===== config.mk =====
export PLATFORM = sky130hd
export DESIGN_NAME = ursi_top
export DESIGN_NICKNAME = d
export VERILOG_FILES = /design/src/rtl/ursi_pkg.sv /design/src/rtl/ursi_fifo.sv /design/src/rtl/ursi_top.sv
export SDC_FILE = /design/constraint.sdc
export NUM_CORES = 1
export LEC_CHECK = 0
export BUFFER_PORTS_ARGS = -buffer_cell sky130_fd_sc_hd__buf_2
export CAP_MARGIN = 20
export CELL_PAD_IN_SITES_DETAIL_PLACEMENT = 2
export CELL_PAD_IN_SITES_GLOBAL_PLACEMENT = 2
export CORE_UTILIZATION = 34
export DETAILED_ROUTE_END_ITERATION = 10
export GPL_ROUTABILITY_DRIVEN = 1
export GPL_TIMING_DRIVEN = 1
export PLACE_DENSITY_LB_ADDON = 0.1
export SYNTH_ARGS = -nofsm -noshare
export SYNTH_HDL_FRONTEND = slang
export SYNTH_HIERARCHICAL = 1
export SYNTH_SLANG_ARGS = --single-unit

===== constraint.sdc =====
create_clock -name aclk -period 3.1 [get_ports aclk]
set_input_delay 0.62 -clock aclk [delete_from_list [all_inputs] [get_ports aclk]]
set_output_delay 0.62 -clock aclk [all_outputs]
set_load 0.02 [all_outputs]

===== src/rtl/ursi_pkg.sv =====
// Package of constants for the receive status and interrupt block
// Notes on behaviour
// [RQ1] With threshold 11 the receive interrupt fires when a transfer makes the buffer hold 4.
// [RQ2] With threshold 10 the receive interrupt fires when a transfer makes the buffer hold 3.
// [RQ3] With threshold 0x the receive interrupt fires on every transfer into the buffer.
// [RQ4] Address detect marks ninth-bit-one characters as addresses, only in 9-bit mode.
// [RQ5] The receiver idle flag reads one when idle and zero while a character arrives.
// [RQ6] The parity error flag shows the parity status of the character at the buffer top.
// [RQ7] The framing error flag shows the framing status of the character at the buffer top.
// [RQ8] The overrun flag sets when the buffer overflows and stays set until software clears it.
// [RQ9] Clearing a set overrun flag empties the receive buffer and the shift register.
// [RQ10] The data available flag is one whenever the buffer holds at least one character.
// [RQ11] While overrun is set, newly completed characters are dropped and the buffer is kept.
// [RQ12] Parity and framing flags follow each character as reads advance the buffer.
package ursi_pkg;
	// ************************************************
	// Register map
	// ************************************************
	localparam logic [7:0] ADDR_STATUS   = 8'h00;
	localparam logic [7:0] ADDR_DATA     = 8'h04;
	localparam logic [7:0] ADDR_IRQ_STAT = 8'h08;
	localparam logic [7:0] ADDR_IRQ_EN   = 8'h0c;
	localparam logic [7:0] ADDR_IRQ_CLR  = 8'h10;
	localparam logic [7:0] ADDR_CTRL     = 8'h14;
	// ************************************************
	// Status fields
	// ************************************************
	localparam int BIT_DA     = 0;
	localparam int BIT_OVERRUN_ERROR_FLAG   = 1;
	localparam int BIT_FRAMING_ERROR_FLAG   = 2;
	localparam int BIT_PARITY_ERROR_FLAG   = 3;
	localparam int BIT_IDLE   = 4;
	localparam int BIT_ADDRESS_DETECT_ENABLE  = 5;
	localparam int BIT_THR_LO = 6;
	localparam int BIT_THR_HI = 7;
	localparam int BIT_NINE   = 0;
	localparam int DATA_W     = 9;
	localparam int DATA_ADDR  = 9;
	localparam int DATA_PARITY_ERROR_FLAG  = 10;
	localparam int DATA_FRAMING_ERROR_FLAG  = 11;
	localparam int IRQ_RX     = 0;
	localparam int IRQ_OVR    = 1;
	localparam int IRQ_W      = 2;
	localparam int FIFO_DEPTH = 4;
	localparam logic [1:0] THR_FULL  = 2'h3;
	localparam logic [1:0] THR_3Q    = 2'h2;
	localparam logic [2:0] LVL_FULL  = 3'h4;
	localparam logic [2:0] LVL_3Q    = 3'h3;
	localparam logic [1:0] RESP_OKAY = 2'h0;
	localparam logic [1:0] RESP_SLV  = 2'h2;
endpackage


===== src/rtl/ursi_fifo.sv =====
// Receive character buffer with per-character error bits
`timescale 1ns/1ps
module ursi_fifo #(
	parameter int W     = 12,
	parameter int DEPTH = 4
) (
	input  wire logic          aclk,
	input  wire logic          aresetn,
	input  wire logic          flush,
	input  wire logic          push,
	input  wire logic [W-1:0]  push_data,
	input  wire logic          pop,
	output logic [W-1:0]       top_data,
	output logic [2:0]         level
);
	logic [W-1:0] mem [DEPTH];
	logic [1:0]   rd_ptr;
	logic [1:0]   wr_ptr;

	// Pushes when full are refused by the caller, not here
	always_ff @(posedge aclk) begin
		if (!aresetn || flush) begin
			rd_ptr <= 2'h0;
			wr_ptr <= 2'h0;
			level  <= 3'h0;
		end else begin
			if (push)
				wr_ptr <= wr_ptr + 2'h1;
			if (pop)
				rd_ptr <= rd_ptr + 2'h1;
			level <= level + {2'h0, push} - {2'h0, pop};
		end
	end

	always_ff @(posedge aclk) begin
		if (push)
			mem[wr_ptr] <= push_data;
	end

	assign top_data = (level == 3'h0) ? '0 : mem[rd_ptr];
endmodule


===== src/rtl/ursi_top.sv =====
// Receive status, error flags and interrupt selection behind AXI4-Lite
//
// Added by the designer: the address map and the AXI4-Lite register port.
`timescale 1ns/1ps
module ursi_top #(
	parameter int DEPTH = 4
) (
	input  wire logic        aclk,
	input  wire logic        aresetn,
	input  wire logic [7:0]  s_axi_awaddr,
	input  wire logic        s_axi_awvalid,
	output logic             s_axi_awready,
	input  wire logic [31:0] s_axi_wdata,
	input  wire logic [3:0]  s_axi_wstrb,
	input  wire logic        s_axi_wvalid,
	output logic             s_axi_wready,
	output logic [1:0]       s_axi_bresp,
	output logic             s_axi_bvalid,
	input  wire logic        s_axi_bready,
	input  wire logic [7:0]  s_axi_araddr,
	input  wire logic        s_axi_arvalid,
	output logic             s_axi_arready,
	output logic [31:0]      s_axi_rdata,
	output logic [1:0]       s_axi_rresp,
	output logic             s_axi_rvalid,
	input  wire logic        s_axi_rready,
	input  wire logic        rx_busy,
	input  wire logic        rx_done,
	input  wire logic [8:0]  rx_char,
	input  wire logic        rx_parity_error_flag,
	input  wire logic        rx_framing_error_flag,
	output logic             rx_flush,
	output logic             irq
);
	// ************************************************
	// State
	// ************************************************
	logic [1:0]  receive_irq_threshold;
	logic        address_detect_enable;
	logic        nine_bit_mode;
	logic        overrun_error_flag;
	logic [1:0]  irq_stat;
	logic [1:0]  irq_en;
	logic        busy_s1;
	logic        busy_s2;
	logic [11:0] top_data;
	logic [2:0]  level;
	logic        push;
	logic        pop;
	logic        flush;
	logic        overflow;
	logic        rx_event;
	logic        is_addr;
	logic        aw_held;
	logic        w_held;
	logic [7:0]  aw_addr;
	logic [31:0] w_data;
	logic [3:0]  w_strb;
	logic        do_write;
	logic        do_read;
	logic [31:0] status_word;
	logic        receiver_idle_flag;
	logic        receive_data_available;

	// ************************************************
	// Receiver side
	// ************************************************
	// Busy level comes from the serial front end on another timing path
	always_ff @(posedge aclk) begin
		if (!aresetn) begin
			busy_s1 <= 1'b0;
			busy_s2 <= 1'b0;
		end else begin
			busy_s1 <= rx_busy;
			busy_s2 <= busy_s1;
		end
	end

	assign receiver_idle_flag = !busy_s2; // RQ5
	assign is_addr = address_detect_enable && nine_bit_mode && rx_char[8]; // RQ4
	// A read in the same cycle frees a slot, so a full buffer still takes the character
	assign push = rx_done && !overrun_error_flag && (level < 3'(DEPTH) || pop); // RQ11
	assign overflow = rx_done && !overrun_error_flag && (level == 3'(DEPTH)) && !pop; // RQ8
	assign receive_data_available = (level != 3'h0); // RQ10

	function automatic logic [2:0] fill_after(input logic [2:0] lv, input logic popped);
		return lv + 3'h1 - {2'h0, popped};
	endfunction

	// With threshold 1x the fill level after this transfer decides the interrupt; with 0x every transfer fires it
	always_comb begin
		rx_event = 1'b0;
		if (push) begin
			case (receive_irq_threshold)
				ursi_pkg::THR_FULL: rx_event = (fill_after(level, pop) == ursi_pkg::LVL_FULL); // RQ1
				ursi_pkg::THR_3Q:   rx_event = (fill_after(level, pop) == ursi_pkg::LVL_3Q); // RQ2
				default:            rx_event = 1'b1; // RQ3
			endcase
		end
	end

	ursi_fifo #(
		.W     (12),
		.DEPTH (DEPTH)
	) u_fifo (
		.aclk      (aclk),
		.aresetn   (aresetn),
		.flush     (flush),
		.push      (push),
		.push_data ({rx_framing_error_flag, rx_parity_error_flag, is_addr, rx_char}),
		.pop       (pop),
		.top_data  (top_data),
		.level     (level)
	);

	assign rx_flush = flush;

	// ************************************************
	// Control and flags
	// ************************************************
	// Overrun clear is a write of zero to the status bit while it is set
	assign flush = do_write && (aw_addr == ursi_pkg::ADDR_STATUS) && w_strb[0]
		&& overrun_error_flag && !w_data[ursi_pkg::BIT_OVERRUN_ERROR_FLAG]; // RQ9

	always_ff @(posedge aclk) begin
		if (!aresetn) begin
			overrun_error_flag <= 1'b0;
		end else if (overflow) begin
			overrun_error_flag <= 1'b1; // RQ8
		end else if (flush) begin
			overrun_error_flag <= 1'b0;
		end
	end

	always_ff @(posedge aclk) begin
		if (!aresetn) begin
			receive_irq_threshold <= 2'h0;
			address_detect_enable <= 1'b0;
			nine_bit_mode         <= 1'b0;
			irq_en                <= 2'h0;
		end else if (do_write && w_strb[0]) begin
			if (aw_addr == ursi_pkg::ADDR_STATUS) begin
				receive_irq_threshold <= w_data[ursi_pkg::BIT_THR_HI:ursi_pkg::BIT_THR_LO];
				address_detect_enable <= w_data[ursi_pkg::BIT_ADDRESS_DETECT_ENABLE];
			end else if (aw_addr == ursi_pkg::ADDR_CTRL) begin
				nine_bit_mode <= w_data[ursi_pkg::BIT_NINE];
			end else if (aw_addr == ursi_pkg::ADDR_IRQ_EN) begin
				irq_en <= w_data[ursi_pkg::IRQ_W-1:0];
			end
		end
	end

	// Set wins over a clear in the same cycle
	always_ff @(posedge aclk) begin
		if (!aresetn) begin
			irq_stat <= 2'h0;
		end else begin
			for (int i = 0; i < ursi_pkg::IRQ_W; i++) begin
				if ((i == ursi_pkg::IRQ_RX && rx_event) || (i == ursi_pkg::IRQ_OVR && overflow))
					irq_stat[i] <= 1'b1;
				else if (do_write && w_strb[0] && aw_addr == ursi_pkg::ADDR_IRQ_CLR
					&& w_data[i])
					irq_stat[i] <= 1'b0;
			end
		end
	end

	assign irq = |(irq_stat & irq_en);

	// ************************************************
	// AXI4-Lite slave
	// ************************************************
	assign s_axi_awready = !aw_held && !s_axi_bvalid;
	assign s_axi_wready  = !w_held && !s_axi_bvalid;
	assign do_write      = aw_held && w_held && !s_axi_bvalid;
	assign s_axi_arready = !s_axi_rvalid;
	assign do_read       = s_axi_arvalid && s_axi_arready;
	assign pop = do_read && (s_axi_araddr == ursi_pkg::ADDR_DATA) && receive_data_available;

	always_ff @(posedge aclk) begin
		if (!aresetn) begin
			aw_held <= 1'b0;
			w_held  <= 1'b0;
			aw_addr <= 8'h00;
			w_data  <= 32'h0000_0000;
			w_strb  <= 4'h0;
		end else begin
			if (s_axi_awvalid && s_axi_awready) begin
				aw_held <= 1'b1;
				aw_addr <= s_axi_awaddr;
			end else if (do_write) begin
				aw_held <= 1'b0;
			end
			if (s_axi_wvalid && s_axi_wready) begin
				w_held <= 1'b1;
				w_data <= s_axi_wdata;
				w_strb <= s_axi_wstrb;
			end else if (do_write) begin
				w_held <= 1'b0;
			end
		end
	end

	always_ff @(posedge aclk) begin
		if (!aresetn) begin
			s_axi_bvalid <= 1'b0;
			s_axi_bresp  <= ursi_pkg::RESP_OKAY;
		end else if (do_write) begin
			s_axi_bvalid <= 1'b1;
			if (aw_addr == ursi_pkg::ADDR_STATUS || aw_addr == ursi_pkg::ADDR_IRQ_EN
				|| aw_addr == ursi_pkg::ADDR_IRQ_CLR || aw_addr == ursi_pkg::ADDR_CTRL)
				s_axi_bresp <= ursi_pkg::RESP_OKAY;
			else
				s_axi_bresp <= ursi_pkg::RESP_SLV;
		end else if (s_axi_bready) begin
			s_axi_bvalid <= 1'b0;
		end
	end

	always_comb begin
		status_word = '0;
		status_word[ursi_pkg::BIT_THR_HI:ursi_pkg::BIT_THR_LO] = receive_irq_threshold;
		status_word[ursi_pkg::BIT_ADDRESS_DETECT_ENABLE] = address_detect_enable;
		status_word[ursi_pkg::BIT_IDLE]  = receiver_idle_flag;
		status_word[ursi_pkg::BIT_PARITY_ERROR_FLAG]  = top_data[ursi_pkg::DATA_PARITY_ERROR_FLAG]; // RQ6 RQ12
		status_word[ursi_pkg::BIT_FRAMING_ERROR_FLAG]  = top_data[ursi_pkg::DATA_FRAMING_ERROR_FLAG]; // RQ7 RQ12
		status_word[ursi_pkg::BIT_OVERRUN_ERROR_FLAG]  = overrun_error_flag;
		status_word[ursi_pkg::BIT_DA]    = receive_data_available;
	end

	always_ff @(posedge aclk) begin
		if (!aresetn) begin
			s_axi_rvalid <= 1'b0;
			s_axi_rdata  <= 32'h0000_0000;
			s_axi_rresp  <= ursi_pkg::RESP_OKAY;
		end else if (do_read) begin
			s_axi_rvalid <= 1'b1;
			s_axi_rresp  <= ursi_pkg::RESP_OKAY;
			if (s_axi_araddr == ursi_pkg::ADDR_STATUS)
				s_axi_rdata <= status_word;
			else if (s_axi_araddr == ursi_pkg::ADDR_DATA)
				s_axi_rdata <= {22'h0, top_data[ursi_pkg::DATA_ADDR:0]};
			else if (s_axi_araddr == ursi_pkg::ADDR_IRQ_STAT)
				s_axi_rdata <= {30'h0, irq_stat};
			else if (s_axi_araddr == ursi_pkg::ADDR_IRQ_EN)
				s_axi_rdata <= {30'h0, irq_en};
			else if (s_axi_araddr == ursi_pkg::ADDR_IRQ_CLR)
				s_axi_rdata <= 32'h0000_0000;
			else if (s_axi_araddr == ursi_pkg::ADDR_CTRL)
				s_axi_rdata <= {31'h0, nine_bit_mode};
			else begin
				s_axi_rdata <= 32'h0000_0000;
				s_axi_rresp <= ursi_pkg::RESP_SLV;
			end
		end else if (s_axi_rready) begin
			s_axi_rvalid <= 1'b0;
		end
	end
endmodule


* Word-level counts from Yosys, hierarchy flattened *
Memories as Yosys holds them, arrays and structs flattened. A register that Yosys moved wholly into a read port is not among the register bits.
Cells that the tools add are included.
Widths: inputs -> output; s select.

operators by class
  shift operators = 0
  mux-type cells = 33
  div/mod/pow operators = 0
  $add $sub $neg = 6
  reduce and logical (&&, ||, !) cells = 52
  magnitude comparators = 1
  eq/ne operators = 13
  multipliers = 0
  bitwise logic cells = 3

operator list
  operator             number
  $eq 8x5->1 const B   4
  $eq 8x4->1 const B   3
  $logic_and 1x1->1    23
  $mux 2               11
  $mux 10              2
  $mux 1               18
  $logic_not 8->1      2
  $reduce_bool 2->1    7
  $mux 12              1
  $logic_not 1->1      9
  $eq 8x3->1 const B   1
  $eq 3x3->1 const B   2
  $sub 3x1->3          2
  $logic_or 1x1->1     5
  $add 2x1->2 const B  2
  $eq 2x2->1 const B   2
  $reduce_and 4->1     1
  $add 3x1->3          1
  $add 3x1->3 const B  1
  $eq 3x2->1 const B   1
  $logic_not 3->1      1
  $lt 3x3->1 const B   1
  $reduce_and 3->1     1
  $reduce_bool 3->1    1
  5 further kinds      6

storage, ports and cells
  latch bits = 0
  memory bits (writable) = 48
  memories = 1
  ROM bits = 0
  register bits after elaboration = 75

memories
  memory      depth  width  rd ports  clocked after memory_dff  write ports  line             source
  u_fifo.mem  4      12     1         1                         1            ursi_fifo.sv:16  logic [W-1:0] mem [DEPTH];

* Logic depth before layout (Yosys ltp) *
  word-level depth = 9
  depth in mapped cells = 11
  depth with buffers taken out = 10

* Hierarchy *
Netlist, hierarchy kept.

modules (own cells, without submodules)
  module     area each (um^2)  seq. area each (um^2)  instances  cells each
  ursi_fifo  2260.9            1621.6                 1          120
  ursi_top   2148.3            820.8                  1          236

* Worst setup path after synthesis *
Ideal clock, no wire load.

  kind = input to register
  start = input port s_axi_araddr[4]
  end = register u_fifo.level[2]
  cell stages on the path = 10
  setup time = 0.124 ns
  setup slack = 0.249 ns
  arrival = 2.727 ns
  path buffers = 0
  cell sequence = nor4_1 nand4_1 a21oi_1 inv_1 ha_1 inv_1 ha_1 fa_1 xor3_1 nor2_1

on the way
  word-level cells in the longest chain between the ends = 7

ends and longest elaborated chain
  what                            line             source
  start, declared                 ursi_top.sv:20   input wire logic [7:0] s_axi_araddr,
  $eq 8x3->1                      ursi_top.sv:178  assign pop = do_read && (s_axi_araddr == ursi_pkg::ADDR_DATA) && receive_data_available;
  $logic_and 1x1->1 (2 in a row)  ursi_top.sv:178
  $logic_or 1x1->1                ursi_top.sv:82   assign push = rx_done && !overrun_error_flag && (level < 3'(DEPTH) || pop);
  $logic_and 1x1->1               ursi_top.sv:82
  named net push                  ursi_top.sv:48   logic push;
  $add 3x1->3                     ursi_fifo.sv:31  level <= level + {2'h0, push} - {2'h0, pop};
  $sub 3x1->3                     ursi_fifo.sv:31
  end signal, assigned            ursi_fifo.sv:31
  end, declared                   ursi_fifo.sv:14  output logic [2:0] level

The timed path passes the listed nets, and every way through them passes these cells.
A chain may end at the register's enable or synchronous reset.

* Worst setup path after layout *
Ends and elaborated chain as after synthesis.

==> summary.md <==
| Metric | Value |
|---|---|
| Iter 0 DRT Violations | 86 |
| Vias in the first global route | 2951 |
| Layout area overhead | 17.34% |
| I/O pin cnt | 115 |
| Area of the die | between 10000 and 15000 um2 |
| Top FF cell, synth | dfxtp_1 |
| Clk root buf | clkbuf_16 |
| Internal power | 2451 uW |
| Reg2reg end | u_fifo/level[2] |
| Slew Limit Fails | 0 |
| Ys async rst share | 0% |
| Core Rows | 41 |
| Final WL | 9958 um |
| CTS Buf Count | 9 |
| DRC | 0 |
| Share of cells above drive strength 1 | 24.48% |
| Met1 Usage GRT | a little under a fifth |
| Worst Clk Skew | ~0.0053 ns |
| Commonest non-fill, non-tap cells in the layout | buf_2 (60), dfxtp_1 (50), edfxtp_1 (48) |
| CTS Sinks | 98 |
| Mean post-synth cell area | 12.39 um2 |
| Max Freq | roughly 370 MHz |
| Clock slew at reported path FFs | roughly 0.070 ns |
| Grt peak-use layer | met2 |
| 1st-pass router iterations | 4 |
| Grt met2 use | 27.38% |
| Worst-path maximum fanout | 3 |
| Fin crit share | between 80% and 90% |
| Met3 Use GR | between 4 and 5% |
| Largest net degree at the start of global routing | 27 |
| Starting Density | 34.94% |
| Reg2reg start | s_axi_rvalid |
| Worst skew pair latency | roughly 0.35 ns |
| Critical Path Sink | u_fifo/level[2] |
| Reg2Reg Setup Slack | just over 0.7 ns |
| HPWL Detailed | approximately 7200 um |
| Die height | between 100 and 150 um |
| Routability Congestion | ~0.73 |
| Synth area leaders | edfxtp_1 (33%), dfxtp_1 (23%), mux4_2 (5.1%) |
| Final setup TNS | 0 ns |
| GRT Residual Overflow | 0 |
| Gr usage total | between 15 and 20% |
| Unrepaired setup endpoints after global routing | false |
| Most common cell after layout, fill and taps aside | buf_2 |
| Core Region | roughly 13000 um2 |
| Total number of vias | about 2900 |
| Peak supply drop | about 0.00045 V |
| Synth warn | 6 |
| Crit Path Category | in2reg |
| CTS tree | yes |
| Arrival time worst endpoint | ~3.0 ns |
| Final setup violation count | 0 |
| Sequential area share after synthesis | a little under three fifths |
| Die width | approximately 120 um |
| Cells after synthesis | approximately 360 |
| Max_cap viols | 0 |
| Status | complete, no violations |
| Pwr per Cell Area | 658.5 nW/um2 |
| Crit end category | flop |
| Worst Setup Start Kind | input pin |
| H-tree Lvls | 3 |
| Final Instance Area | around 5200 um2 |
| Ant. Diodes | 0 |
| Yosys cell types | 52 |
| Tightest Pin Transition | between 0.6 and 0.7 ns |
| IO Port Bufs | 60 |
| Wirelength per Cell | around 17 um |
| Number of synthesized flops with an enable pin | between 40 and 50 |
| Post-cts sizing count | 0 |
| WP data required | around 3.3 ns |
| Seq pwr share | between 40% and 50% |
| Cell type with the largest total area after synthesis | edfxtp_1 |
| Yosys reg bits | around 100 |
| Clock power frac | a little over a third |
| Post-CTS Hold Fix Bufs | 0 |
| Worst slew margin relative to its limit | about 57% |
| CTS Buffer Depth | 2 |
| Placed cell areas | between 4000 and 5000 um2 |
| Worst r2r path cells | 10 |
| Hold crit path type | reg2reg |
| Avg Vias per Cell | between 4 and 5 |
| First-pass GRT wire length | approximately 15000 um |
| Cell Chain, Critical Path | buf_2, nor4_1, nand4_1, a21oi_1, inv_1, ha_1, inv_1, ha_1, fa_1, xor3_1, nor2_1 |
| Routed Antenna Nets | 0 |
| Leakage | ~0.0020 uW |
| Setup Buffers After CTS | 0 |
| Post-route setup slack | 0.3759 ns |
| Synthesized area | approximately 4400 um2 |
| DP Worst Slack | between 0.015 and 0.02 ns |
| Switch Pwr | between 900 and 1000 uW |
| CP max stage delay | 0.44 ns |
| Crit path time final | roughly 2.7 ns |
| Initial antenna violation count | 0 |
| Gate power share | a little under a fifth |
| Critical path launch point | s_axi_araddr[4] |
| Final hold viol count | 0 |
| Switching Share | between 20% and 30% |
| Critical-path top delay cell | nor4_1 |
| Nets | roughly 510 |
| Top-area cell type share of the netlist area | 32.69% |
==> cells in the mapped netlist (all sizes together) (4+ instances only) <==
master / number
dfxtp: 50
edfxtp: 48
nand2: 28
buf: 27
and2: 21
mux2i: 18
a21boi: 17
inv: 16
nor2b: 16
mux4: 12
nor2: 11
clkbuf: 10
a22oi: 8
ha: 8
a21oi: 5
nand2b: 5
a31oi: 4
nand3b: 4
nor3: 4
nor4: 4
==> sequential cells by signal, indices dropped and copies added (netlist names), 2 cells and up, named ones only <==
name	flops
u_fifo/wr_ptr	2
u_fifo/mem	48
irq_en	2
s_axi_rdata	10
receive_irq_threshold	2
u_fifo/rd_ptr	2
w_data	5
u_fifo/level	3
aw_addr	8
irq_stat	2
==> power groups by stage <==
stage          Sequential (uW)  Clock, uW  Combinational, uW
2_1_floorplan             1600          0                454
3_3_place_gp              1610          0                614
3_5_place_dp              1630          0                629
4_1_cts                   1600       1230                637
5_1_grt                   1610       1270                698
6_report                  1600       1190                619
==> critical path: cells and delay by family <==
family	cells	cell delay (ns)
adders and majority gates	3	0.85
xor gates and xnor gates	1	0.20
buffers and inverters	3	0.24
AOI/OAI and AO/OA	1	0.31
and+or+nand+nor	3	0.75
==> stage by stage <==
step	std cells	hold slack, ns	util [%]	total power [uW]
detailed placement	585	0.4267	38.47	2257
finish	601	0.4363	41.00	3407
floorplan	379	0.4119	-	2056
CTS	601	0.4410	41.00	3468
global route	601	0.4620	41.00	3581
global placement	585	0.4236	38.47	2228
==> layer usage <==
metal / wire length [um] / share of wire (%) / vias to the layer above
li1: - / - / 1365
met1: 4316 / 43 / 1426
met2: 5103 / 51 / 57
met3: 408 / 4.1 / 12
met4: 129 / 1.3 / 0
met5: 0 / 0 / -
==> cell families after synthesis <==
group | count (synthesis) | share of synthesized area, %
other cells | 1 | 0.08505
compound gates | 50 | 8.172
buf+inv | 53 | 6.782
mux | 30 | 10.39
fa+ha+maj | 9 | 2.724
flops | 98 | 55.39
xor+xnor | 4 | 1.135
simple gates | 111 | 15.32
==> cell type report <==
type,count,area (um2)
multi-input combinational,228,1754
tap,172,215.2
fill,1339,7446
inverter,16,60.06
clock inverter,6,80.08
sequential,98,2442
clock buffer,10,239.0
timing repair buffer,71,382.9
==> worst min-delay path by stage <==
stage | startpoint | end | cells past startpoint
2_1_floorplan | busy_s1 | busy_s2 | 1
3_3_place_gp | busy_s1 | busy_s2 | 1
3_5_place_dp | busy_s1 | busy_s2 | 1
4_1_cts | busy_s1 | busy_s2 | 1
5_1_grt | rx_char[2] | u_fifo/mem[1][2] | 1
6_report | busy_s1 | busy_s2 | 1
(Power assumes the default switching activity.)
